## src/pkg/tws_params.svh

```systemverilog
// constants of the two-wire slave transmitter
`ifndef TWS_PARAMS_SVH
`define TWS_PARAMS_SVH

`define TWS_OFF_DATA 3'h0
`define TWS_OFF_OWN 3'h1
`define TWS_OFF_CTRL 3'h2
`define TWS_OFF_STAT 3'h3
`define TWS_OFF_IST 3'h4
`define TWS_OFF_ICLR 3'h5
`define TWS_OFF_IEN 3'h6

`define TWS_B_FLAG 7
`define TWS_B_ACK 6
`define TWS_B_STA 5
`define TWS_B_STO 4
`define TWS_B_WC 3
`define TWS_B_EN 2
`define TWS_B_IE 0

`define TWS_EV_FLAG 0
`define TWS_EV_STOP 1
`define TWS_EV_WC 2

`define TWS_RST_OWN 8'h00
`define TWS_RST_DATA 8'hff
`define TWS_GC_ADDR 7'h00

`define TWS_ST_OWN_W 8'h60
`define TWS_ST_GC_W 8'h70
`define TWS_ST_OWN_R 8'ha8
`define TWS_ST_ARB_R 8'hb0
`define TWS_ST_DATA_ACK 8'hb8
`define TWS_ST_DATA_NACK 8'hc0
`define TWS_ST_LAST_ACK 8'hc8
`define TWS_ST_NONE 8'hf8

`endif

```

## src/pkg/tws_pkg.sv

```systemverilog
// types of the two-wire slave transmitter
package tws_pkg;
  typedef enum logic [6:0] {
    S_IDLE = 7'h01,
    S_ADDR = 7'h02,
    S_AACK = 7'h04,
    S_TXB = 7'h08,
    S_MACK = 7'h10,
    S_HOLD = 7'h20,
    S_NADR = 7'h40
  } tws_state_t;

  typedef struct packed {
    tws_state_t st;
    logic flag;
    logic ack_en;
    logic sta;
    logic sto;
    logic wc;
    logic en;
    logic ie;
    logic [7:0] own;
    logic [7:0] dreg;
    logic [7:0] stat;
    logic [7:0] shreg;
    logic [2:0] bitcnt;
    logic ph;
    logic sda_drv;
    logic last;
    logic mack;
    logic arb;
    logic rx;
    logic gc;
    logic start_pend;
    logic mst_start;
    logic [2:0] ist;
    logic [2:0] ien;
    logic [7:0] rdata;
  } tws_regs_t;

  typedef struct packed {
    logic scl;
    logic sda;
  } tws_line_t;
endpackage : tws_pkg

```

## src/logic/tws_sync.sv

```systemverilog
// two-flop synchroniser for one bus line
`timescale 1ns/1ps
module tws_sync #(
  parameter logic RST_VAL = 1'b1
) (
  // clock and reset
  input wire logic clk,
  input wire logic rst_n,
  // line in and out
  input wire logic d,
  output logic q
);
  logic [1:0] r;
  logic [1:0] next_r;

  always_comb
  begin
    next_r = {r[0], d};
  end

  always_ff @(posedge clk)
  begin
    if (!rst_n)
      r <= {RST_VAL, RST_VAL};
    else
      r <= next_r;
  end

  assign q = r[1];
endmodule : tws_sync

```

## src/logic/tws_cond.sv

```systemverilog
// edge, start and stop detection on the synchronised bus lines
`timescale 1ns/1ps
module tws_cond
  import tws_pkg::*;
(
  // clock and reset
  input wire logic clk,
  input wire logic rst_n,
  // synchronised lines
  input wire logic scl,
  input wire logic sda,
  // one-cycle events
  output logic scl_rise,
  output logic scl_fall,
  output logic start,
  output logic stop
);
  tws_line_t r;
  tws_line_t next_r;

  always_comb
  begin
    next_r.scl = scl;
    next_r.sda = sda;
  end

  always_ff @(posedge clk)
  begin
    if (!rst_n)
      r <= tws_line_t'{scl: 1'b1, sda: 1'b1};
    else
      r <= next_r;
  end

  assign scl_rise = scl & ~r.scl;
  assign scl_fall = ~scl & r.scl;
  // sda moving while scl stays high marks a frame boundary
  assign start = scl & r.scl & r.sda & ~sda;
  assign stop = scl & r.scl & ~r.sda & sda;
endmodule : tws_cond

```

## src/logic/tws_slave_tx.sv

```systemverilog
// two-wire slave transmitter with register port and interrupt logic
//
// Chosen here: the strobed register port and the register addresses.
`timescale 1ns/1ps
`include "tws_params.svh"
module tws_slave_tx (
  // system
  input wire logic MCLK,
  input wire logic RESET_N,
  // register port
  input wire logic [2:0] ADDR,
  input wire logic [7:0] WDATA,
  input wire logic WR,
  input wire logic RD,
  output logic [7:0] RDATA,
  // two-wire bus
  input wire logic SCL_I,
  input wire logic SDA_I,
  output logic SCL_O,
  output logic SCL_OE,
  output logic SDA_O,
  output logic SDA_OE,
  // chip side
  input wire logic ARB_LOST,
  input wire logic SLEEP,
  output logic WAKE,
  output logic MST_START,
  output logic IRQ
);
  import tws_pkg::*;

  tws_regs_t r;
  tws_regs_t next_r;
  logic scl_s;
  logic sda_s;
  logic scl_rise;
  logic scl_fall;
  logic bus_start;
  logic bus_stop;

  // both bus lines pass two flops before any logic reads them
  tws_sync #(
    .RST_VAL(1'b1)
  ) u_sync_scl (
    .clk(MCLK),
    .rst_n(RESET_N),
    .d(SCL_I),
    .q(scl_s)
  );

  tws_sync #(
    .RST_VAL(1'b1)
  ) u_sync_sda (
    .clk(MCLK),
    .rst_n(RESET_N),
    .d(SDA_I),
    .q(sda_s)
  );

  tws_cond u_cond (
    .clk(MCLK),
    .rst_n(RESET_N),
    .scl(scl_s),
    .sda(sda_s),
    .scl_rise(scl_rise),
    .scl_fall(scl_fall),
    .start(bus_start),
    .stop(bus_stop)
  );

  always_comb
  begin
    logic [2:0] ev;
    logic flag_clr;
    logic recog;
    logic [7:0] abyte;
    logic own_hit;
    logic gc_hit;
    logic tx_stat;
    ev = 3'h0;
    flag_clr = 1'b0;
    next_r = r;
    next_r.mst_start = 1'b0;
    // read data stand for one cycle only, zero otherwise
    next_r.rdata = 8'h00;
    abyte = {r.shreg[6:0], sda_s};
    // an all-zero address byte is the general call, never an own-address match
    own_hit = (abyte[7:1] == r.own[7:1]) && (abyte[7:1] != `TWS_GC_ADDR);
    gc_hit = (abyte[7:1] == `TWS_GC_ADDR) && r.own[0] && !abyte[0];
    // address recognition follows acknowledge_enable live
    recog = r.en & r.ack_en;
    // status codes after which software loads a byte to send
    tx_stat = (r.stat == `TWS_ST_OWN_R) || (r.stat == `TWS_ST_ARB_R)
      || (r.stat == `TWS_ST_DATA_ACK);

    if (RD)
    begin
      case (ADDR)
        `TWS_OFF_DATA: next_r.rdata = r.dreg;
        `TWS_OFF_OWN: next_r.rdata = r.own;
        `TWS_OFF_CTRL: next_r.rdata = {r.flag, r.ack_en, r.sta, r.sto, r.wc, r.en,
          1'b0, r.ie};
        // prescaler bits read as zero
        `TWS_OFF_STAT: next_r.rdata = r.flag ? r.stat : `TWS_ST_NONE;
        `TWS_OFF_IST: next_r.rdata = {5'h00, r.ist};
        `TWS_OFF_IEN: next_r.rdata = {5'h00, r.ien};
        default: next_r.rdata = 8'h00;
      endcase
    end

    if (WR)
    begin
      case (ADDR)
        `TWS_OFF_DATA:
        begin
          if (r.flag)
          begin
            next_r.dreg = WDATA;
            next_r.wc = 1'b0;
          end
          else
          begin
            next_r.wc = 1'b1;
            ev[`TWS_EV_WC] = 1'b1;
          end
        end
        `TWS_OFF_OWN: next_r.own = WDATA;
        `TWS_OFF_CTRL:
        begin
          next_r.ack_en = WDATA[`TWS_B_ACK];
          next_r.sta = WDATA[`TWS_B_STA];
          next_r.sto = WDATA[`TWS_B_STO];
          next_r.en = WDATA[`TWS_B_EN];
          next_r.ie = WDATA[`TWS_B_IE];
          flag_clr = WDATA[`TWS_B_FLAG] & r.flag;
        end
        `TWS_OFF_ICLR: next_r.ist = r.ist & ~WDATA[2:0];
        `TWS_OFF_IEN: next_r.ien = WDATA[2:0];
        default: next_r.ist = next_r.ist;
      endcase
    end

    if (flag_clr)
      next_r.flag = 1'b0;

    if (!r.en)
    begin
      next_r.st = S_IDLE;
      next_r.start_pend = 1'b0;
      // a disabled unit lets go of sda only with scl low, so no false stop appears
      if (!scl_s)
        next_r.sda_drv = 1'b0;
    end
    // a start or stop seen while scl is stretched is ignored
    else if (bus_stop && r.st != S_HOLD)
    begin
      next_r.st = S_IDLE;
      next_r.sda_drv = 1'b0;
      next_r.arb = 1'b0;
      ev[`TWS_EV_STOP] = 1'b1;
    end
    else if (bus_start && r.st != S_HOLD)
    begin
      next_r.st = S_ADDR;
      next_r.bitcnt = 3'h0;
      next_r.sda_drv = 1'b0;
    end
    else
    begin
      case (r.st)
        S_IDLE:
        begin
          // queued start goes out once the bus is free
          if (r.start_pend)
          begin
            next_r.mst_start = 1'b1;
            next_r.start_pend = 1'b0;
            // a start_request written in this very cycle is a new one and stays
            if (!(WR && ADDR == `TWS_OFF_CTRL))
              next_r.sta = 1'b0;
          end
        end
        S_ADDR:
        begin
          if (scl_rise)
          begin
            next_r.shreg = abyte;
            next_r.bitcnt = r.bitcnt + 3'h1;
            if (r.bitcnt == 3'h7)
            begin
              next_r.ph = 1'b0;
              if (recog && own_hit)
              begin
                next_r.st = S_AACK;
                next_r.rx = ~abyte[0];
                next_r.gc = 1'b0;
              end
              // general call is only answered as a write
              else if (recog && gc_hit)
              begin
                next_r.st = S_AACK;
                next_r.rx = 1'b1;
                next_r.gc = 1'b1;
              end
              else
                next_r.st = S_NADR;
            end
          end
        end
        S_AACK:
        begin
          if (scl_fall)
          begin
            // eighth fall pulls sda low for the acknowledge, ninth fall stretches scl
            if (!r.ph)
            begin
              next_r.sda_drv = 1'b1;
              next_r.ph = 1'b1;
            end
            else
            begin
              next_r.sda_drv = 1'b0;
              next_r.ph = 1'b0;
              next_r.flag = 1'b1;
              next_r.st = S_HOLD;
              next_r.arb = 1'b0;
              if (r.rx)
                next_r.stat = r.gc ? `TWS_ST_GC_W : `TWS_ST_OWN_W;
              else if (r.arb)
                next_r.stat = `TWS_ST_ARB_R;
              else
                next_r.stat = `TWS_ST_OWN_R;
            end
          end
        end
        S_HOLD:
        begin
          if (flag_clr)
          begin
            if (tx_stat)
            begin
              // load the byte and put its msb out while scl is still held low
              next_r.shreg = r.dreg;
              next_r.last = ~next_r.ack_en;
              next_r.bitcnt = 3'h0;
              next_r.sda_drv = ~r.dreg[7];
              next_r.st = S_TXB;
            end
            else
            begin
              // write-direction and final states end not addressed
              next_r.st = S_NADR;
              next_r.start_pend = next_r.sta;
            end
            // stop_request drops the transfer and leaves both lines released
            if (next_r.sto)
            begin
              next_r.sto = 1'b0;
              next_r.sda_drv = 1'b0;
              next_r.st = S_NADR;
            end
          end
        end
        S_TXB:
        begin
          if (scl_fall)
          begin
            if (r.bitcnt == 3'h7)
            begin
              // let go of sda for the master's acknowledge
              next_r.sda_drv = 1'b0;
              next_r.st = S_MACK;
            end
            else
            begin
              // next bit goes out right after scl has fallen
              next_r.shreg = {r.shreg[6:0], 1'b0};
              next_r.sda_drv = ~r.shreg[6];
              next_r.bitcnt = r.bitcnt + 3'h1;
            end
          end
        end
        S_MACK:
        begin
          // the master's answer is taken at the rising edge of the ninth clock
          if (scl_rise)
            next_r.mack = ~sda_s;
          if (scl_fall)
          begin
            next_r.flag = 1'b1;
            next_r.st = S_HOLD;
            if (!r.mack)
              next_r.stat = `TWS_ST_DATA_NACK;
            else if (r.last)
              next_r.stat = `TWS_ST_LAST_ACK;
            else
              next_r.stat = `TWS_ST_DATA_ACK;
          end
        end
        S_NADR:
        begin
          // not addressed: sda stays released, master reads ones
          next_r.sda_drv = 1'b0;
        end
        default:
        begin
          next_r.st = S_IDLE;
          next_r.sda_drv = 1'b0;
        end
      endcase
    end

    // arbitration loss is latched last so it wins over a clear in the same cycle
    if (ARB_LOST)
      next_r.arb = 1'b1;

    if (next_r.flag && !r.flag)
      ev[`TWS_EV_FLAG] = 1'b1;
    // new events win over a clear written in the same cycle
    next_r.ist = next_r.ist | ev;
  end

  always_ff @(posedge MCLK)
  begin
    if (!RESET_N)
      r <= tws_regs_t'{st: S_IDLE, own: `TWS_RST_OWN, dreg: `TWS_RST_DATA,
        stat: `TWS_ST_NONE, default: '0};
    else
      r <= next_r;
  end

  // data_register is never refilled from the bus, so nothing relies on it after wake
  assign RDATA = r.rdata;
  assign SCL_O = 1'b0;
  // scl is stretched for the whole hold, also while the part sleeps
  assign SCL_OE = (r.st == S_HOLD);
  assign SDA_O = 1'b0;
  assign SDA_OE = r.sda_drv;
  assign WAKE = SLEEP & r.flag;
  assign MST_START = r.mst_start;
  // status events need their enable bit, the flag needs interrupt_enable
  assign IRQ = (|(r.ist & r.ien)) | (r.flag & r.ie);
endmodule : tws_slave_tx

```

## config.mk

```make
export PLATFORM = sky130hd
export DESIGN_NAME = tws_slave_tx
export DESIGN_NICKNAME = d
export VERILOG_FILES = /design/src/pkg/tws_pkg.sv /design/src/logic/tws_sync.sv /design/src/logic/tws_cond.sv /design/src/logic/tws_slave_tx.sv
export VERILOG_INCLUDE_DIRS = /design/src /design/src/pkg
export SDC_FILE = /design/constraint.sdc
export NUM_CORES = 1
export LEC_CHECK = 0
export ABC_AREA = 1
export CAP_MARGIN = 20
export CORE_ASPECT_RATIO = 0.5
export CORE_MARGIN = 5
export CORE_UTILIZATION = 44
export DETAILED_ROUTE_END_ITERATION = 10
export DONT_BUFFER_PORTS = 1
export PLACE_DENSITY = 0.66
export SETUP_SLACK_MARGIN = 0.1
export SLEW_MARGIN = 40
export SYNTH_ARGS = -nofsm -noshare
export SYNTH_HDL_FRONTEND = slang
export SYNTH_SLANG_ARGS = --single-unit
```

## constraint.sdc

```tcl
create_clock -name MCLK -period 4.65 [get_ports MCLK]
set_input_delay 0 -clock MCLK [delete_from_list [all_inputs] [get_ports MCLK]]
set_output_delay 0 -clock MCLK [all_outputs]
set_load 0.05 [all_outputs]
```

==> qor.csv, run 1 <==
stage,metric,value,unit
detailed_routing,number of vias per cell after detailed routing,5.16,
sta,Final Hold Vio Count,0,
cells_and_area,antenna diode count,0,
cells_and_area,"count of placed standard cells in the final layout, fillers left out",728,
clocking,TritonCTS clock tree,built,
detailed_routing,post-detailed-route count of antenna-violating nets,0,
die,number of standard-cell rows in the floorplan,24,
yosys,Synth Register Bits,74,
cells_and_area,growth of design area from synthesis to finish,14.9,%
detailed_routing,detailed-router iteration count before antenna repair,5,
clocking,cells resized by post-CTS repair,0,
sta,final hold slack,25.2,ps
place,Placed Cells,690,
sta,RSZ-0062 raised after global routing,no,
yosys,part of the Yosys area used for sequential elements,38.1,%
sta,final critical-path required period,2210,ps
power_and_ir_drop,Final Total Pwr,1.51,mW
detailed_routing,routed via count,3760,
worst_setup_path,element type at the critical path start,input pin,
sta,clock tree skew after final layout,6.87,ps
power_and_ir_drop,Pwr Density,337,nW/µm²
sta,total of endpoints with negative setup slack in the final report,0,
grt,number of global-route vias before repair,3513,
sta,post-route fraction of the period consumed by the critical path,47.4,%
place,pre-CTS setup slack,2560,ps
place,GPL Wtd Cong,0.897,
grt,remaining global-route overflow,0,
run,number of max-capacitance violations reported,0,
grt,number of antenna violations at the first check in global routing,0,
cells_and_area,most frequent cells in the layout,"143 x nand2_1, 87 x nor2_1, 74 x dfxtp_1",
clocking,H-tree depth,3,
power_and_ir_drop,Peak VDD IR,0.253,mV
grt,total track usage,20.3,%
sta,Slew HR,51.1,%
yosys,prevailing post-synth register cell,dfxtp_1,
sta,highest clock rate,453,MHz
die,width of the die,143,µm
cells_and_area,filler cell count,877,
cells_and_area,most common library cell in the layout ignoring fill and taps,nand2_1,
grt,first-pass GRT wire length,17700,µm
place,HPWL Detailed,7720,µm
detailed_routing,DRC marker count from the first detailed-route iteration,253,
yosys,count of yosys warnings during synthesis,0,
die,number of primary I/O pins,34,
sta,Worst Slack Setup Final,2440,ps
outcome,result of the run,"finished, final reports clean",
sta,Tightest Pin Transition,731,ps
sta,number of pins exceeding their max-slew limit in the final report,0,
die,area inside the core boundary,8650,µm²
cells_and_area,final-stage net count,627,
worst_setup_path,path type of the worst setup path,input pin to register,
worst_setup_path,critical path peak fanout,14,
detailed_routing,drc violations,0,
clocking,Root Driver,clkbuf_16,
die,full die area,10900,µm²
hold_path,type of the most critical hold path,input pin to register,
detailed_routing,Detailed Route WL,10800,µm
clocking,Clock Sinks,74,
place,total of buffers placed on input and output ports,0,
clocking,Clock Path Buffers,2,
yosys,Mapped Cells,593,
worst_setup_path,required time at the worst-slack endpoint,4880,ps
clocking,number of buffers created by CTS,9,
yosys,average cell area after synthesis,6.56,µm²
power_and_ir_drop,P_leak,1.97,nW
cells_and_area,fraction of layout instances using a drive strength above 1,8.18,%
die,height of the die,76.5,µm
die,Starting Density,45.0,%
yosys,summed instance area of the synthesized netlist,3890,µm²
yosys,async set-reset flop share out of synthesis,0,%
grt,largest net degree at the start of global routing,40,
yosys,number of unique standard cell types used by synthesis,43,
yosys,number of enable-type register cells in the synthesized netlist,0,
detailed_routing,average wire per cell in the routed design,14.8,µm
clocking,clock slew at the register clock pins of the worst setup and hold paths,60,ps
sta,Sum Neg Setup Slack,0,ps
clocking,insertion delay of the later-clocked pin in the worst-skew pair,340,ps
worst_setup_path,worst endpoint data arrival time,2440,ps
worst_setup_path,crit path capture type,register,
==> state kept, by name (all words and copies together), names as in the netlist <==
signal	flops
SDA_OE	1
u_sync_scl.r	2
u_sync_sda.r	2
MST_START	1
r	58
u_cond.r	2
RDATA	8
==> worst max-delay path, stage by stage <==
cell,delay (ps)
dlygate4sd3_1,600
inv_2,130
nand2_1,190
nor2_1,180
inv_1,100
nor2_2,430
inv_1,120
nand2_1,80
nand3_1,60
dlygate4sd3_1,560
==> metrics by stage <==
| stage | util, % | instance area, µm² |
|---|---|---|
| 2_1_floorplan | - | 3890 |
| 3_3_place_gp | 45.2 | 3910 |
| 3_5_place_dp | 45.3 | 3920 |
| 4_1_cts | 51.7 | 4470 |
| 5_1_grt | 51.7 | 4470 |
| 6_report | 51.7 | 4470 |
==> cell families after synthesis <==
group / synth area share (%)
buffers and inverters: 11.2
AND/OR/NAND/NOR: 34.8
adder cells (fa/ha/maj): 0.643
multiplexers: 0.257
flip-flops: 38.1
AO/OA/AOI/OAI: 15.0
other: 0.0964
==> cells in the mapped netlist (2+ instances only) <==
cell type | count | share of area (%)
nand4_1 | 2 | 0.32
clkbuf_1 | 6 | 0.58
o211ai_1 | 4 | 0.77
o21ai_0 | 27 | 3.5
or2_2 | 4 | 0.64
nand2_1 | 143 | 14
nand3_1 | 46 | 5.9
o22ai_1 | 9 | 1.4
nor2_2 | 8 | 1.3
nor2_4 | 3 | 0.87
buf_4 | 10 | 1.9
nor3_1 | 7 | 0.90
a21oi_1 | 48 | 6.2
nand2_4 | 3 | 0.87
inv_1 | 72 | 6.9
buf_2 | 3 | 0.39
a211oi_1 | 3 | 0.58
o21ai_1 | 2 | 0.26
nor2_1 | 87 | 8.4
a31oi_1 | 2 | 0.32
ha_1 | 2 | 0.64
inv_2 | 6 | 0.58
nand2_2 | 3 | 0.48
dfxtp_1 | 74 | 38
==> where the power goes <==
group,switching [mW],total [mW],internal [mW],leakage (nW)
sequential,0.0150,0.659,0.644,0.600
combinational,0.0567,0.0884,0.0318,1.21
clock,0.286,0.758,0.472,0.153
total,0.357,1.51,1.15,1.97
==> final cells by class <==
type                            instances  area (µm²)  area share, %
Clock buffer                           10         229           5.12
Timing Repair Buffer                   22         230           5.15
Inverter                               81         308           6.89
Clock inverter                          6        90.1           2.02
Sequential cell                        74        1480           33.2
Multi-Input combinational cell        418        1980           44.4
Tap cell                              117         146           3.28
==> what timing repair did <==
action / in CTS / in global routing
buffers inserted: 0 / 0
hold buffers: 22 / 0
endpoints found under the hold margin: 58 / 0
==> metal layers <==
layer	share of wire, %	track usage (%)
met2	43	31.1
met4	1.1	5.12
met1	48	28.1
met3	8.1	5.39
met5	0	0
==> worst paths after layout <==
| kind | endpoint | from | cells after the start | slack, ps |
|---|---|---|---|---|
| hold reg to reg | u_sync_sda.r[1]$_SDFF_PN1_ | u_sync_sda.r[0]$_SDFF_PN1_ | 1 | 420 |
| hold / removal | r[13]$_SDFF_PN0_ | ADDR[0] | 3 | 30 |
| setup reg to reg | r[24]$_SDFFE_PN0P_ | r[66]$_SDFFE_PP0P_ | 8 | 2540 |
| setup / recovery | r[43]$_SDFFE_PN1P_ | ADDR[0] | 10 | 2440 |
Power figures use the tool's default switching activity.
==> run 2, diff against run 1 <==
- PLACE_DENSITY: 0.66 -> 0.68
- clock period: 4.65 -> 2 ns (I/O delays scaled with it)
==> run 2 against run 1 <==
  * Critical path depth down 4
  * Final area about the same
  * Worst setup slack worse by 2200 ps
  * Sequential share of layout area about the same
  * Sequential power up 130%
  * Via count up 1.6%
  * Critical endpoint is now r[64]$_SDFF_PN0_
==> qor.csv, run 2 (synthesis gave the netlist of run 1 again) <==
stage,metric,value,unit,change
worst_setup_path,beginning of the worst register-to-register path,r[64]$_SDFF_PN0_,,was r[66]$_SDFFE_PP0P_
worst_setup_path,count of buffer and inverter cells on the critical path,2,,was 5
detailed_routing,highest metal layer with signal wires,met4,,unchanged
detailed_routing,average wire per cell in the routed design,14.8,µm,about the same
worst_setup_path,Worst path max stage delay,610,ps,was 600 ps
die,number of primary I/O pins,34,,unchanged
cells_and_area,multi-input gate area in the final layout,1980,µm²,about the same
place,GPL Wtd Cong,0.934,,was 0.897
detailed_routing,routed length on met1,5330,µm,was 5180 µm
sta,final critical-path required period,1790,ps,
cells_and_area,filler cell count,851,,was 877
worst_setup_path,required time at the worst-slack endpoint,2210,ps,was 4880 ps
worst_setup_path,element type at the critical path start,register,,was input pin
cells_and_area,antenna diode count,0,,unchanged
run,number of max-capacitance violations reported,0,,unchanged
clocking,TritonCTS clock tree,built,,unchanged
sta,RSZ-0062 raised after global routing,yes,,was no
worst_setup_path,crit path capture type,register,,unchanged
detailed_routing,drc violations,0,,unchanged
power_and_ir_drop,Pwr Density,733,nW/µm²,was 337 nW/µm²
worst_setup_path,critical path peak fanout,7,,was 14
outcome,result of the run,"finished, final reports clean",,unchanged
place,HPWL Detailed,7900,µm,was 7720 µm
clocking,Clock Sinks,74,,unchanged
place,total of buffers placed on input and output ports,0,,unchanged
grt,total track usage,20.2,%,was 20.3%
cells_and_area,register with the highest flop count,r,,unchanged
power_and_ir_drop,P_leak,1.98,nW,was 1.97 nW
sta,Slew HR,63.9,%,was 51.1%
worst_setup_path,Worst Setup EP,r[64]$_SDFF_PN0_,,was r[43]$_SDFFE_PN1P_
hold_path,type of the most critical hold path,input pin to register,,unchanged
power_and_ir_drop,Peak VDD IR,0.511,mV,was 0.253 mV
sta,number of pins exceeding their max-slew limit in the final report,0,,unchanged
cells_and_area,area taken by flip-flops and latches,1480,µm²,unchanged
detailed_routing,wire length on met2,4470,µm,was 4610 µm
worst_setup_path,dominant delay contributor by cell family on the critical path,buffers and inverters,,unchanged
sta,highest clock rate,557,MHz,
clocking,H-tree depth,3,,unchanged
die,number of standard-cell rows in the floorplan,24,,unchanged
grt,number of antenna violations at the first check in global routing,0,,unchanged
sta,Tightest Pin Transition,538,ps,was 731 ps
cells_and_area,post-layout util,51.6,%,was 51.7%
grt,number of global-route vias before repair,3468,,was 3513
worst_setup_path,critical path cell sequence,nand2_1 > inv_1 > nand3_2 > dlygate4sd3_1 > a22oi_1 > nor2_1,,was dlygate4sd3_1 > inv_2 > nand2_1 > nor2_1 > inv_1 > nor2_2 > inv_1 > nand2_1 > nand3_1 > dlygate4sd3_1
die,full die area,10900,µm²,unchanged
grt,first-pass GRT wire length,17600,µm,was 17700 µm
sta,Sum Neg Setup Slack,0,ps,unchanged
power_and_ir_drop,Final Total Pwr,3.27,mW,was 1.51 mW
sta,clock tree skew after final layout,3.76,ps,was 6.87 ps
cells_and_area,most frequent cells in the layout,"143 x nand2_1, 86 x nor2_1, 74 x dfxtp_1",,"was 143 x nand2_1, 87 x nor2_1, 74 x dfxtp_1"
die,width of the die,143,µm,unchanged
worst_setup_path,worst endpoint data arrival time,2010,ps,was 2440 ps
die,height of the die,76.5,µm,unchanged
clocking,insertion delay of the later-clocked pin in the worst-skew pair,340,ps,about the same
clocking,Clock Path Buffers,2,,unchanged
grt,remaining global-route overflow,0,,unchanged
detailed_routing,detailed-router iteration count before antenna repair,5,,unchanged
cells_and_area,most common library cell in the layout ignoring fill and taps,nand2_1,,unchanged
worst_setup_path,CP max stage cell,dlygate4sd3_1,,unchanged
cells_and_area,growth of design area from synthesis to finish,14.8,%,was 14.9%
worst_setup_path,Crit Reg-Reg Endpoint,r[64]$_SDFF_PN0_,,was r[24]$_SDFFE_PN0P_
detailed_routing,DRC marker count from the first detailed-route iteration,411,,was 253
worst_setup_path,CP Depth,6,,was 10
detailed_routing,Detailed Route WL,10800,µm,about the same
cells_and_area,area of all placed cells without fillers,4470,µm²,about the same
clocking,Root Driver,clkbuf_16,,unchanged
sta,final hold slack,37.3,ps,was 25.2 ps
detailed_routing,routed via count,3819,,was 3760
cells_and_area,max FFs per register,58,,unchanged
place,instance area after placement,3970,µm²,was 3920 µm²
detailed_routing,Met3 Wirelength,867,µm,was 875 µm
detailed_routing,post-detailed-route count of antenna-violating nets,0,,unchanged
die,Starting Density,45.0,%,unchanged
cells_and_area,fraction of layout instances using a drive strength above 1,9.09,%,was 8.18%
worst_setup_path,launching element of the worst setup path,r[64]$_SDFF_PN0_,,was ADDR[0]
worst_setup_path,R2R Setup Slk,210,ps,was 2540 ps
clocking,number of buffers created by CTS,9,,unchanged
cells_and_area,final-stage net count,632,,was 627
sta,Final Hold Vio Count,0,,unchanged
sta,post-route fraction of the period consumed by the critical path,89.7,%,
clocking,clock slew at the register clock pins of the worst setup and hold paths,60,ps,about the same
worst_setup_path,path type of the worst setup path,register to register,,was input pin to register
worst_setup_path,path depth of the worst reg2reg path,6,,was 8
detailed_routing,number of vias per cell after detailed routing,5.21,,was 5.16
die,area inside the core boundary,8650,µm²,unchanged
sta,total of endpoints with negative setup slack in the final report,0,,unchanged
grt,largest net degree at the start of global routing,40,,unchanged
==> run 2: changes by cell type in the layout (fill, tap and decap cells not counted), sizes merged <==
cell         delta
bufinv          -2
clkinv          -1
dlygate4sd3     -2
clkbuf          +3
buf             +7
inv             -1
clkinvlp        +1
==> run 2: final cells by class <==
cell class	instances	share of cell area, %
clock inverters	3	0.532
well taps	117	3.28
repair buffers	27	5.88
flip-flops and latches	74	33.2
inverters	81	6.89
multi-input cells	418	44.4
clock buffers	13	5.83
==> run 2: worst register-to-register path, stage by stage, from the launching register on <==
cell and delay (ps):
dfxtp_1 460, nand2_1 150, inv_1 90, nand3_2 120, dlygate4sd3_1 610, a22oi_1 190
nor2_1 50
==> run 2: per-layer routing <==
metal  track usage, %  vias up
li1                 -     1924
met1             28.9     1695
met2             29.0      182
met3             5.77       18
met4             6.17        0
met5                0        -
==> run 2: where the power goes <==
group          switching, mW  internal, mW  leakage (nW)  total [mW]
sequential            0.0328          1.50         0.600        1.53
combinational          0.133        0.0754          1.25       0.209
clock                  0.622         0.910         0.132        1.53
==> run 2: through the flow <==
step                      instances  worst slack (ps)
after floorplan                 594               435
after global placement          697               279
after detailed placement        697               256
after CTS                       733               239
after global routing            733              90.4
final                           733               206
==> run 2: worst min-delay path by stage <==
stage                     startpoint                         end  depth (start not counted)
after global placement       RESET_N      u_cond.r[1]$_SDFF_PN1_                          1
final                        ADDR[0]            r[11]$_SDFF_PN0_                          3
after detailed placement     RESET_N      u_cond.r[1]$_SDFF_PN1_                          1
after floorplan                SCL_I  u_sync_scl.r[0]$_SDFF_PN1_                          1
after CTS                    ADDR[0]            r[11]$_SDFF_PN0_                          3
after global routing         ADDR[0]            r[11]$_SDFF_PN0_                          3
==> run 2: what timing repair did <==
item,4_1_cts,5_1_grt
endpoints found under the setup margin,0,9
hold buffers,20,0
hold endpoints to repair,63,0
gates resized for setup,0,2
buffers inserted,0,0
